### src/shared/ecl_pkg.sv
// Purpose: Shared constants and types for the configuration loader.
// Assumes: 100 MHz system clock.
// Notes:   Times are kept in their own units; cycle counts derive from them.

package ecl_pkg;

  // ----------------------------------------------------------------------
  // Clock and timing
  // ----------------------------------------------------------------------
  localparam int CLK_PERIOD_NS = 10;
  localparam int CLK_KHZ       = 100000;
  localparam int SCL_M_KHZ     = 303;
  // Four phases per bit; a typical figure, so truncation is acceptable.
  localparam int QTR_CYC       = CLK_KHZ / (SCL_M_KHZ * 4);
  localparam int SPIKE_NS      = 50;
  localparam int SPIKE_CYC     = (SPIKE_NS + CLK_PERIOD_NS - 1) / CLK_PERIOD_NS;
  localparam int LOAD_MS       = 30;
  localparam int LOAD_CYC      = LOAD_MS * 1000000 / CLK_PERIOD_NS;
  localparam int SEC_KHZ_MAX   = 400;

  // ----------------------------------------------------------------------
  // Register map of the secondary port
  // ----------------------------------------------------------------------
  localparam logic [7:0] REG_BOOST  = 8'h00;
  localparam logic [7:0] REG_FLAT   = 8'h01;
  localparam logic [7:0] REG_STATUS = 8'h02;
  localparam logic [4:0] BOOST_RST  = 5'h00;
  localparam logic [4:0] BOOST_MAX  = 5'h13;
  localparam logic [2:0] FLAT_RST   = 3'h5;
  // Upper bits of the secondary address; the value is arbitrary.
  localparam logic [3:0] SEC_ADDR_HI = 4'h3;

  // ----------------------------------------------------------------------
  // EEPROM read sequence
  // ----------------------------------------------------------------------
  localparam logic [7:0] EE_WR_ADDR  = 8'ha0;
  localparam logic [7:0] EE_RD_ADDR  = 8'ha1;
  localparam logic [7:0] EE_OFFSET   = 8'h00;
  localparam logic [2:0] TOK_LAST    = 3'h7;
  localparam logic [3:0] BYTE_BITS   = 4'h9;

  typedef enum logic [2:0] {
    TK_START, TK_WR, TK_RD_ACK, TK_RD_NACK, TK_STOP
  } ecl_tok_t;

endpackage

### src/shared/ecl_sec_if.sv
// Purpose: Carries filtered bus levels and register accesses between the
//          loader top and its secondary bus responder.
// Assumes: Single clock domain.
// Notes:   None.
`timescale 1ns/1ps

interface ecl_sec_if;
  logic       scl;
  logic       sda;
  logic [6:0] dev_addr;
  logic       sda_low;
  logic       busy;
  logic       wr_stb;
  logic [7:0] wr_ptr;
  logic [7:0] wr_data;
  logic [7:0] rd_ptr;
  logic [7:0] rd_data;

  modport resp (
    input  scl, sda, dev_addr, rd_data,
    output sda_low, busy, wr_stb, wr_ptr, wr_data, rd_ptr
  );
  modport host (
    output scl, sda, dev_addr, rd_data,
    input  sda_low, busy, wr_stb, wr_ptr, wr_data, rd_ptr
  );
endinterface
### src/design/ecl_loader.sv
// Purpose: Configuration loader: EEPROM fetch as bus primary, secondary
//          register access, spike filter and completion flag.
// Assumes: 100 MHz clk; bus pins are open drain on one shared bus.
// Notes:   EEPROM byte 0 holds the boost index, byte 1 the flat gain.
`timescale 1ns/1ps

// Summary of operation
// - In primary mode, act as bus primary and read settings from EEPROM.
// - Pull the done output low after a successful EEPROM read.
// - Keep answering the secondary address before, during and after loading.
// - Signal done typically 30 ms after the load request is asserted.
// - Generate the EEPROM serial clock at typically 303 kHz.
// - Accept boost index values 0 through 19.
// - Hold a 3-bit flat-gain selection field.
// - Reject bus spikes up to 50 ns wide.
// - Secondary interface works up to 400 kHz serial clock.
// - Sample address and mode straps only in the first cycle after each reset.
module ecl_loader #(
  parameter int LOAD_CYC = ecl_pkg::LOAD_CYC
) (
  input  wire logic       clk,
  input  wire logic       rst_n,
  input  wire logic       mode_primary,
  input  wire logic [2:0] bus_id_strap,
  input  wire logic       load_req_n,
  input  wire logic       scl_in,
  output logic            scl_out,
  output logic            scl_oe_n,
  input  wire logic       sda_in,
  output logic            sda_out,
  output logic            sda_oe_n,
  output logic            cfg_done_n,
  output logic            load_failed,
  output logic [4:0]      boost_level_index,
  output logic [2:0]      flat_gain_sel
);

  // ----------------------------------------------------------------------
  // Straps, input synchronisers and spike filter
  // ----------------------------------------------------------------------
  logic       strap_taken_reg;
  logic       prim_reg;
  logic [2:0] id_reg;
  logic [2:0] req_sync_reg;
  logic       req_q_reg;
  wire  [1:0] filt;
  wire  [1:0] raw = {sda_in, scl_in};

  always_ff @(posedge clk or negedge rst_n) begin
    if (!rst_n) begin
      strap_taken_reg <= 1'b0;
      prim_reg        <= 1'b0;
      id_reg          <= 3'h0;
    end else if (!strap_taken_reg) begin
      strap_taken_reg <= 1'b1;
      prim_reg        <= mode_primary;
      id_reg          <= bus_id_strap;
    end
  end

  always_ff @(posedge clk or negedge rst_n) begin
    if (!rst_n) begin
      req_sync_reg <= 3'h7;
      req_q_reg    <= 1'b1;
    end else begin
      req_sync_reg <= {req_sync_reg[1:0], load_req_n};
      if (req_sync_reg[1] == req_sync_reg[2]) begin
        req_q_reg <= req_sync_reg[2];
      end
    end
  end

  // A change is accepted only after it has stood longer than a spike can.
  genvar gi;
  generate
    for (gi = 0; gi < 2; gi++) begin : g_filt
      logic [2:0] sync_reg;
      logic [2:0] cnt_reg;
      logic       lvl_reg;
      always_ff @(posedge clk or negedge rst_n) begin
        if (!rst_n) begin
          sync_reg <= 3'h7;
          cnt_reg  <= 3'h0;
          lvl_reg  <= 1'b1;
        end else begin
          sync_reg <= {sync_reg[1:0], raw[gi]};
          if (sync_reg[1] == sync_reg[2] && sync_reg[2] != lvl_reg) begin
            if (cnt_reg == 3'(ecl_pkg::SPIKE_CYC)) begin
              lvl_reg <= sync_reg[2];
              cnt_reg <= 3'h0;
            end else begin
              cnt_reg <= cnt_reg + 3'h1;
            end
          end else begin
            cnt_reg <= 3'h0;
          end
        end
      end
      assign filt[gi] = lvl_reg;
    end
  endgenerate

  // ----------------------------------------------------------------------
  // Secondary responder and register file
  // ----------------------------------------------------------------------
  ecl_sec_if sec ();
  ecl_sec_resp u_resp (
    .clk   (clk),
    .rst_n (rst_n),
    .bus   (sec.resp)
  );

  typedef enum logic [2:0] {
    P_IDLE, P_WAIT_BUS, P_RUN, P_BACKOFF, P_DONE, P_FAIL
  } ecl_pst_t;

  ecl_pst_t   pst_reg;
  logic [4:0] boost_reg;
  logic [2:0] flat_reg;
  logic       ok_reg;
  logic       ee_wr_boost;
  logic       ee_wr_flat;
  logic [7:0] rx_reg;

  assign sec.scl      = filt[0];
  assign sec.sda      = filt[1];
  assign sec.dev_addr = {ecl_pkg::SEC_ADDR_HI, id_reg};
  assign sec.rd_data  = (sec.rd_ptr == ecl_pkg::REG_BOOST)  ? {3'h0, boost_reg} :
                        (sec.rd_ptr == ecl_pkg::REG_FLAT)   ? {5'h00, flat_reg} :
                        (sec.rd_ptr == ecl_pkg::REG_STATUS) ?
                          {5'h00, pst_reg == P_FAIL, ok_reg, prim_reg} : 8'h00;

  wire sec_boost = sec.wr_stb && sec.wr_ptr == ecl_pkg::REG_BOOST;
  wire sec_flat  = sec.wr_stb && sec.wr_ptr == ecl_pkg::REG_FLAT;
  wire boost_ok  = (ee_wr_boost ? rx_reg : sec.wr_data) <= {3'h0, ecl_pkg::BOOST_MAX};

  always_ff @(posedge clk or negedge rst_n) begin
    if (!rst_n) begin
      boost_reg <= ecl_pkg::BOOST_RST;
      flat_reg  <= ecl_pkg::FLAT_RST;
    end else begin
      if ((ee_wr_boost || sec_boost) && boost_ok) begin
        boost_reg <= ee_wr_boost ? rx_reg[4:0] : sec.wr_data[4:0];
      end
      if (ee_wr_flat || sec_flat) begin
        flat_reg <= ee_wr_flat ? rx_reg[2:0] : sec.wr_data[2:0];
      end
    end
  end

  // ----------------------------------------------------------------------
  // EEPROM primary engine
  // ----------------------------------------------------------------------
  logic [2:0]  tok_reg;
  logic [3:0]  bit_reg;
  logic [1:0]  ph_reg;
  logic [6:0]  div_reg;
  logic [21:0] tmr_reg;
  logic        tmr_done_reg;
  logic        nacked_reg;
  logic        pdrv_reg;
  ecl_pkg::ecl_tok_t kind;
  logic [7:0]  tx_byte;

  always_comb begin
    kind    = ecl_pkg::TK_WR;
    tx_byte = ecl_pkg::EE_WR_ADDR;
    case (tok_reg)
      3'h0, 3'h3: kind = ecl_pkg::TK_START;
      3'h2:    tx_byte = ecl_pkg::EE_OFFSET;
      3'h4:    tx_byte = ecl_pkg::EE_RD_ADDR;
      3'h5:    kind = ecl_pkg::TK_RD_ACK;
      3'h6:    kind = ecl_pkg::TK_RD_NACK;
      3'h7:    kind = ecl_pkg::TK_STOP;
      default: kind = ecl_pkg::TK_WR;
    endcase
  end

  wire running  = (pst_reg == P_RUN);
  wire qtick    = running && div_reg == 7'(ecl_pkg::QTR_CYC - 1);
  wire is_start = (kind == ecl_pkg::TK_START);
  wire is_stop  = (kind == ecl_pkg::TK_STOP);
  wire is_wr    = (kind == ecl_pkg::TK_WR);
  wire is_ack   = (bit_reg == 4'h8);
  wire bit_val  = is_ack ? (kind != ecl_pkg::TK_RD_ACK) :
                  (is_wr ? tx_byte[3'(4'h7 - bit_reg)] : 1'b1);
  wire tok_bits_end = (is_start || is_stop) ? 1'b1 : (bit_reg == ecl_pkg::BYTE_BITS - 4'h1);
  wire scl_low  = (ph_reg < 2'h2);
  wire sda_low  = is_start ? (ph_reg == 2'h3) : is_stop ? (ph_reg != 2'h3) : ~bit_val;
  wire sample   = qtick && ph_reg == 2'h2 && !is_start && !is_stop;
  wire arb_lost = sample && is_wr && !is_ack && bit_val && !filt[1];
  wire ee_nack  = sample && is_wr && is_ack && filt[1];
  wire req_edge = req_sync_reg[2] == req_sync_reg[1] && !req_sync_reg[2] && req_q_reg;
  wire tok_end  = qtick && ph_reg == 2'h3 && tok_bits_end;

  assign ee_wr_boost = tok_end && kind == ecl_pkg::TK_RD_ACK;
  assign ee_wr_flat  = tok_end && kind == ecl_pkg::TK_RD_NACK;

  always_ff @(posedge clk or negedge rst_n) begin
    if (!rst_n) begin
      pst_reg <= P_IDLE;  tok_reg <= 3'h0; bit_reg <= 4'h0; ph_reg <= 2'h0;
      div_reg <= 7'h00;   rx_reg <= 8'h00; ok_reg <= 1'b0;
      tmr_reg <= 22'h0;   tmr_done_reg <= 1'b0; nacked_reg <= 1'b0; pdrv_reg <= 1'b0;
    end else begin
      div_reg <= (qtick || !running) ? 7'h00 : div_reg + 7'h01;
      if (req_edge && prim_reg) begin
        tmr_reg <= 22'h0; tmr_done_reg <= 1'b0;
      end else if (tmr_reg == 22'(LOAD_CYC - 1)) begin
        tmr_done_reg <= 1'b1;
      end else begin
        tmr_reg <= tmr_reg + 22'h1;
      end
      if (sample && !is_wr && !is_ack) begin
        rx_reg <= {rx_reg[6:0], filt[1]};
      end
      // Data is held through the first quarter so only start and stop move it while the clock is high.
      if (!running) begin
        pdrv_reg <= 1'b0;
      end else if (ph_reg != 2'h0) begin
        pdrv_reg <= sda_low;
      end
      case (pst_reg)
        P_IDLE: begin
          if (req_edge && prim_reg) begin
            pst_reg <= P_WAIT_BUS; ok_reg <= 1'b0;
          end
        end
        P_WAIT_BUS: begin
          if (!sec.busy) begin
            pst_reg <= P_RUN; tok_reg <= 3'h0; bit_reg <= 4'h0; ph_reg <= 2'h0;
            nacked_reg <= 1'b0;
          end
        end
        P_RUN: begin
          if (arb_lost) begin
            pst_reg <= P_BACKOFF;
          end else if (qtick) begin
            ph_reg <= ph_reg + 2'h1;
            if (ee_nack) begin
              nacked_reg <= 1'b1;
            end
            if (tok_end) begin
              bit_reg <= 4'h0;
              tok_reg <= nacked_reg ? ecl_pkg::TOK_LAST : tok_reg + 3'h1;
              if (tok_reg == ecl_pkg::TOK_LAST) begin
                pst_reg <= nacked_reg ? P_FAIL : P_DONE;
                ok_reg  <= !nacked_reg;
              end
            end else if (ph_reg == 2'h3) begin
              bit_reg <= bit_reg + 4'h1;
            end
          end
        end
        P_BACKOFF: if (!sec.busy) pst_reg <= P_WAIT_BUS;
        P_DONE, P_FAIL: if (req_edge) pst_reg <= P_WAIT_BUS;
        default: pst_reg <= P_IDLE;
      endcase
    end
  end

  // ----------------------------------------------------------------------
  // Output registers
  // ----------------------------------------------------------------------
  always_ff @(posedge clk or negedge rst_n) begin
    if (!rst_n) begin
      scl_oe_n <= 1'b1; sda_oe_n <= 1'b1; cfg_done_n <= 1'b1;
      load_failed <= 1'b0; boost_level_index <= ecl_pkg::BOOST_RST;
      flat_gain_sel <= ecl_pkg::FLAT_RST;
    end else begin
      scl_oe_n    <= ~(running && scl_low);
      sda_oe_n    <= ~(pdrv_reg || sec.sda_low);
      cfg_done_n  <= ~(ok_reg && tmr_done_reg && pst_reg == P_DONE);
      load_failed <= (pst_reg == P_FAIL);
      boost_level_index <= boost_reg;
      flat_gain_sel     <= flat_reg;
    end
  end

  // Open-drain pins only ever pull low.
  assign scl_out = 1'b0;
  assign sda_out = 1'b0;

endmodule // ecl_loader

### src/design/ecl_sec_resp.sv
// Purpose: Secondary bus responder: address match, pointer, writes, reads.
// Assumes: Inputs are synchronised and spike-filtered.
// Notes:   First written byte sets the pointer; the pointer auto-increments.
`timescale 1ns/1ps

module ecl_sec_resp (
  input  wire logic   clk,
  input  wire logic   rst_n,
  ecl_sec_if.resp     bus
);

  typedef enum logic [2:0] {
    S_IDLE, S_ADDR, S_AACK, S_WDATA, S_WACK, S_RDATA, S_RACK
  } ecl_sst_t;

  ecl_sst_t   st_reg;
  logic       scl_q_reg;
  logic       sda_q_reg;
  logic [7:0] sh_reg;
  logic [3:0] cnt_reg;
  logic       rw_reg;
  logic       first_reg;
  logic       nack_reg;
  logic       drv_reg;
  logic       busy_reg;
  logic       stb_reg;
  logic [7:0] ptr_reg;
  logic [7:0] wd_reg;

  wire scl_rise = bus.scl & ~scl_q_reg;
  wire scl_fall = ~bus.scl & scl_q_reg;
  wire start_ev = bus.scl & scl_q_reg & sda_q_reg & ~bus.sda;
  wire stop_ev  = bus.scl & scl_q_reg & ~sda_q_reg & bus.sda;
  wire addr_hit = (sh_reg[7:1] == bus.dev_addr);

  assign bus.sda_low = drv_reg;
  assign bus.busy    = busy_reg;
  assign bus.wr_stb  = stb_reg;
  assign bus.wr_ptr  = ptr_reg;
  assign bus.wr_data = wd_reg;
  assign bus.rd_ptr  = ptr_reg;

  always_ff @(posedge clk or negedge rst_n) begin
    if (!rst_n) begin
      st_reg <= S_IDLE;  scl_q_reg <= 1'b1;  sda_q_reg <= 1'b1;
      sh_reg <= 8'h00;   cnt_reg <= 4'h0;    rw_reg <= 1'b0;
      first_reg <= 1'b0; nack_reg <= 1'b0;   drv_reg <= 1'b0;
      busy_reg <= 1'b0;  stb_reg <= 1'b0;    ptr_reg <= 8'h00;
      wd_reg <= 8'h00;
    end else begin
      scl_q_reg <= bus.scl;
      sda_q_reg <= bus.sda;
      stb_reg   <= 1'b0;
      if (start_ev) begin
        st_reg <= S_ADDR; cnt_reg <= 4'h0; drv_reg <= 1'b0; busy_reg <= 1'b1;
      end else if (stop_ev) begin
        st_reg <= S_IDLE; drv_reg <= 1'b0; busy_reg <= 1'b0;
      end else begin
        case (st_reg)
          S_ADDR, S_WDATA: begin
            if (scl_rise) begin
              sh_reg  <= {sh_reg[6:0], bus.sda};
              cnt_reg <= cnt_reg + 4'h1;
            end else if (scl_fall && cnt_reg == 4'h8) begin
              if (st_reg == S_ADDR) begin
                if (addr_hit) begin
                  st_reg <= S_AACK; drv_reg <= 1'b1; rw_reg <= sh_reg[0];
                  first_reg <= 1'b1;
                end else begin
                  st_reg <= S_IDLE;
                end
              end else begin
                st_reg <= S_WACK; drv_reg <= 1'b1;
                if (first_reg) begin
                  ptr_reg <= sh_reg;
                end else begin
                  wd_reg <= sh_reg; stb_reg <= 1'b1;
                end
              end
            end
          end
          S_AACK: begin
            if (scl_fall) begin
              cnt_reg <= 4'h0;
              if (rw_reg) begin
                st_reg <= S_RDATA; sh_reg <= bus.rd_data; drv_reg <= ~bus.rd_data[7];
              end else begin
                st_reg <= S_WDATA; drv_reg <= 1'b0;
              end
            end
          end
          S_WACK: begin
            if (scl_fall) begin
              st_reg <= S_WDATA; drv_reg <= 1'b0; cnt_reg <= 4'h0;
              first_reg <= 1'b0;
              if (!first_reg) begin
                ptr_reg <= ptr_reg + 8'h01;
              end
            end
          end
          S_RDATA: begin
            if (scl_fall) begin
              cnt_reg <= cnt_reg + 4'h1;
              sh_reg  <= {sh_reg[6:0], 1'b0};
              drv_reg <= (cnt_reg == 4'h7) ? 1'b0 : ~sh_reg[6];
              if (cnt_reg == 4'h7) begin
                st_reg <= S_RACK;
              end
            end
          end
          S_RACK: begin
            if (scl_rise) begin
              nack_reg <= bus.sda;
            end else if (scl_fall) begin
              if (nack_reg) begin
                st_reg <= S_IDLE;
              end else begin
                cnt_reg <= 4'h0; ptr_reg <= ptr_reg + 8'h01;
                st_reg <= S_AACK; rw_reg <= 1'b1;
              end
            end
          end
          default: st_reg <= S_IDLE;
        endcase
      end
    end
  end

endmodule // ecl_sec_resp

### config.mk
export PLATFORM = sky130hd
export DESIGN_NAME = ecl_loader
export DESIGN_NICKNAME = d
export VERILOG_FILES = /design/src/shared/ecl_pkg.sv /design/src/shared/ecl_sec_if.sv /design/src/design/ecl_loader.sv /design/src/design/ecl_sec_resp.sv
export SDC_FILE = /design/constraint.sdc
export NUM_CORES = 1
export LEC_CHECK = 0
export ABC_AREA = 0
export BUFFER_PORTS_ARGS = -buffer_cell sky130_fd_sc_hd__buf_2
export CORE_UTILIZATION = 56
export CTS_CLUSTER_DIAMETER = 60
export DETAILED_ROUTE_END_ITERATION = 6
export GPL_TIMING_DRIVEN = 1
export PLACE_DENSITY = 0.76
export SLEW_MARGIN = 20
export SYNTH_ARGS = -nofsm -noshare
export SYNTH_HDL_FRONTEND = slang
export SYNTH_SLANG_ARGS = --single-unit
### constraint.sdc
create_clock -name clk -period 2.39 [get_ports clk]
set_clock_uncertainty 0.05 [all_clocks]
set_input_delay 0.3585 -clock clk [delete_from_list [all_inputs] [get_ports clk]]
set_output_delay 0.3585 -clock clk [all_outputs]
set_load 0.02 [all_outputs]
==> metrics.log <==
INFO  metric status = finished with violations
INFO  metric violations = setup timing
INFO  metric clock_path_buffers = 2
INFO  metric std_cell_rows = 40
INFO  metric grtUsageMet3 = 6.854%
INFO  metric globalRouteMet1Util = 32.12%
INFO  metric mostFrequentLayoutCells = sky130_fd_sc_hd__dfrtp_1, sky130_fd_sc_hd__nor2_1, sky130_fd_sc_hd__nand2_1
INFO  metric yosys_register_bits = 135
INFO  metric grt_use_total = 25.81%
INFO  metric critPathMaxFanout = 4
INFO  metric tritoncts = done
INFO  metric final_max_slew_viol_count = 0
INFO  metric cts_root_buf = sky130_fd_sc_hd__clkbuf_16
INFO  metric detailedPlace.worstSlack = -0.1908 ns
INFO  metric antenna_cells_inserted = 0
INFO  metric post-place-cells = 891
INFO  metric final_layout_size_suffix_gt1_share = 25.46%
INFO  metric synth-warning-count = 0
INFO  metric placement.io_buffers = 20
INFO  metric flow.area_growth_from_synthesis = 18.91%
INFO  metric worstMarginPinSlew = 0.6244 ns
INFO  metric setup_viol = 9
INFO  metric worst_hold_path_type = in2reg
INFO  metric rsz0062_at_grt = yes
INFO  metric cts.htree.levels = 4
INFO  metric synth-seq-area-share = 48.90%
INFO  metric max_freq = 0.4017 GHz
INFO  metric dieArea = 12880 um2
INFO  metric grt_antenna_before_repair = 0
INFO  metric num_vias = 5567
INFO  metric post_dp_cell_area = 7495 um2
INFO  metric layout_commonest_cell = sky130_fd_sc_hd__dfrtp_1
INFO  metric leakage_power = 3.702 nW
INFO  metric grt_pass1_wl = 25.93 mm
INFO  metric clock_latency = 0.43 ns
INFO  metric floorplan.core_area = 12060 um2
INFO  metric cap_violations = 0
INFO  metric total_power = 6.149 mW
INFO  metric worst_case_headroom_to_the_max_slew_limit = 57.99%
INFO  metric global_route.peak_usage_layer = met2
INFO  metric first_global_vias = 5386
INFO  metric largest_register_ffs = 22
INFO  metric final_cells = 934
INFO  metric via_per_inst = 5.960
INFO  metric synth-edff-count = 0
INFO  metric timing.critical_path.mode_cell = sky130_fd_sc_hd__ha_4
INFO  metric postSynth.asyncResetShare = 100.0%
INFO  metric timing.final.ws_setup = -0.09941 ns
INFO  metric critical-path-max-stage-delay = 0.51 ns
INFO  metric detailedPlacementHpwl = 10.55 mm
INFO  metric report.final.hold_viol_count = 0
INFO  metric total_cts_buffers = 17
INFO  metric powerDensity = 742.8 nW/um2
INFO  metric area_of_the_mapped_netlist = 6962 um2
INFO  metric remaining_design_rule_violation_count = 0
INFO  metric gp_routability_congestion = 0.9241
INFO  metric critPathArrivalTime = 2.75 ns
INFO  metric n_fill_cell = 908
INFO  metric initial_core_util = 57.72%
INFO  metric vdd_drop_max = 0.5303 mV
INFO  metric global_route.overflow_total = 0
INFO  metric wire_per_inst = 16.86 um
INFO  metric die_h = 113.5 um
INFO  metric final.period_utilization = 104.2%
INFO  metric first_iter_violations = 447
INFO  metric synth_top_flop_cell = sky130_fd_sc_hd__dfrtp_1
INFO  metric finalWirelength = 15.75 mm
INFO  metric grt.met2_usage = 43.37%
INFO  metric cpMaxStageDelayCell = sky130_fd_sc_hd__or4b_4
INFO  metric final_net_count = 783
INFO  metric layout.core_utilization = 68.63%
INFO  metric clkSinkCount = 135
INFO  metric grt_max_degree = 66
INFO  metric synth.avg_cell_area = 10.13 um2
INFO  metric synthesized_instance_count = 687
INFO  metric synth_cell_type_count = 78
INFO  metric ioPinCount = 23
INFO  metric setup.worst_path.start_class = register
INFO  metric crit_required = 2.65 ns
INFO  metric critical_path_class = reg2reg
INFO  metric final_area = 8278 um2
INFO  metric drtAntennaViolNets = 0
INFO  metric path_clk_slew = 0.06 ns
INFO  metric crit_path_cell_trace = ha_4 > ha_4 > or2_4 > or3b_4 > or4b_4 > and3_4 > mux2_4
INFO  metric detailedRoute.firstPassIterationCount = 5
INFO  metric min_period = 2.489 ns
INFO  metric chipWidth = 113.5 um
INFO  metric worst_setup_path_end_kind = register
==> layer usage <==
| metal | wire [um] | up-vias | share of wire [%] |
|---|---|---|---|
| li1 | - | 2599 | - |
| met1 | 6880 | 2788 | 44 |
| met2 | 7951 | 145 | 50 |
| met3 | 627 | 35 | 4.0 |
| met4 | 286 | 0 | 1.8 |
| met5 | 0 | - | 0 |
==> cells in the mapped netlist, drive strengths merged (4+ instances only) <==
| cell | count | area [um2] |
|---|---|---|
| nor2 | 65 | 244.0 |
| nand4b | 5 | 43.79 |
| dfstp | 21 | 551.8 |
| nand2 | 65 | 244.0 |
| a21oi | 23 | 115.1 |
| and2 | 4 | 25.02 |
| dfrtp | 114 | 2853 |
| o211ai | 7 | 52.55 |
| nand2b | 11 | 68.82 |
| nor3 | 12 | 65.06 |
| nand4 | 14 | 102.6 |
| or2 | 7 | 43.80 |
| nor2b | 8 | 50.05 |
| xor2 | 19 | 166.4 |
| nand3 | 28 | 140.1 |
| o31ai | 4 | 30.03 |
| o21bai | 4 | 30.03 |
| mux2i | 4 | 40.04 |
| nand3b | 4 | 30.03 |
| a211oi | 5 | 37.54 |
| buf | 9 | 58.80 |
| or3b | 4 | 37.54 |
| a31oi | 17 | 106.4 |
| inv | 22 | 82.58 |
| mux2 | 35 | 397.9 |
| clkbuf | 18 | 67.56 |
| ha | 21 | 262.8 |
| or4b | 5 | 53.80 |
| o21ai | 45 | 229.0 |
| o21a | 4 | 30.03 |
| o22ai | 5 | 31.28 |
| xnor2 | 9 | 78.83 |
| nor4 | 5 | 46.29 |
| nor3b | 4 | 41.29 |
| and3 | 13 | 87.59 |
==> critical path, delay by kind of cell, from the launching register on <==
kind	cells	cell delay [ns]
and+or+nand+nor	4	1.30
DFF	1	0.43
adders and majority gates	2	0.34
muxes	1	0.25
==> logic make-up after synthesis <==
family / after synthesis / share of synthesized area [%]
other: 2 / 0.1079
AO/OA/AOI/OAI: 143 / 13.32
XOR/XNOR: 28 / 3.523
multiplexers: 39 / 6.290
buffers and inverters: 49 / 3.001
AND/OR/NAND/NOR: 270 / 21.08
flip-flops: 135 / 48.90
adder cells (fa/ha/maj): 21 / 3.774
==> timing repair <==
| action | CTS | global route |
|---|---|---|
| setup buffers | 4 | 4 |
| endpoints found under the hold margin | 58 | 0 |
| resized for setup | 9 | 8 |
| pin swaps | 9 | 10 |
| setup endpoints to repair | 12 | 12 |
| cloned | 0 | 0 |
| hold buffers | 4 | 0 |
==> final cells by class <==
| class | count | area, um2 | area share, % |
|---|---|---|---|
| repair buffers | 73 | 514.2 | 6.212 |
| well taps | 168 | 210.2 | 2.539 |
| multi-input cells | 504 | 3450 | 41.67 |
| inverters | 22 | 82.58 | 0.9976 |
| clock buffers | 23 | 478.0 | 5.774 |
| flip-flops and latches | 135 | 3405 | 41.13 |
| clock inverters | 9 | 138.9 | 1.678 |
==> path summary, 6_finish.rpt <==
kind	start	end	slack [ns]	cells after the start
min in group asynchronous	rst_n	g_filt[0].cnt_reg[2]	0.42	2
hold reg to reg	req_sync_reg[0]	req_sync_reg[1]	0.30	0
hold / removal	bus_id_strap[1]	id_reg[1]	0.11	2
setup reg to reg	tok_reg[0]	bit_reg[0]	-0.1	7
setup / recovery	tok_reg[0]	bit_reg[0]	-0.1	7
max in group asynchronous	rst_n	req_sync_reg[2]	1.11	3
==> where the power goes <==
| group | switching [mW] | internal, mW |
|---|---|---|
| Sequential | 0.176 | 2.45 |
| Clock | 0.981 | 1.73 |
| Combinational | 0.452 | 0.361 |
| Total | 1.61 | 4.54 |
==> stage by stage <==
stage	setup TNS (ns)	hold slack (ns)
2_1_floorplan	-0.3096	0.01291
3_3_place_gp	-0.4720	0.2962
3_5_place_dp	-1.155	0.2968
4_1_cts	-0.5860	0.09977
5_1_grt	-1.119	0.09877
6_report	-0.3292	0.1092
Note: power is estimated with default switching activity, not from simulation.
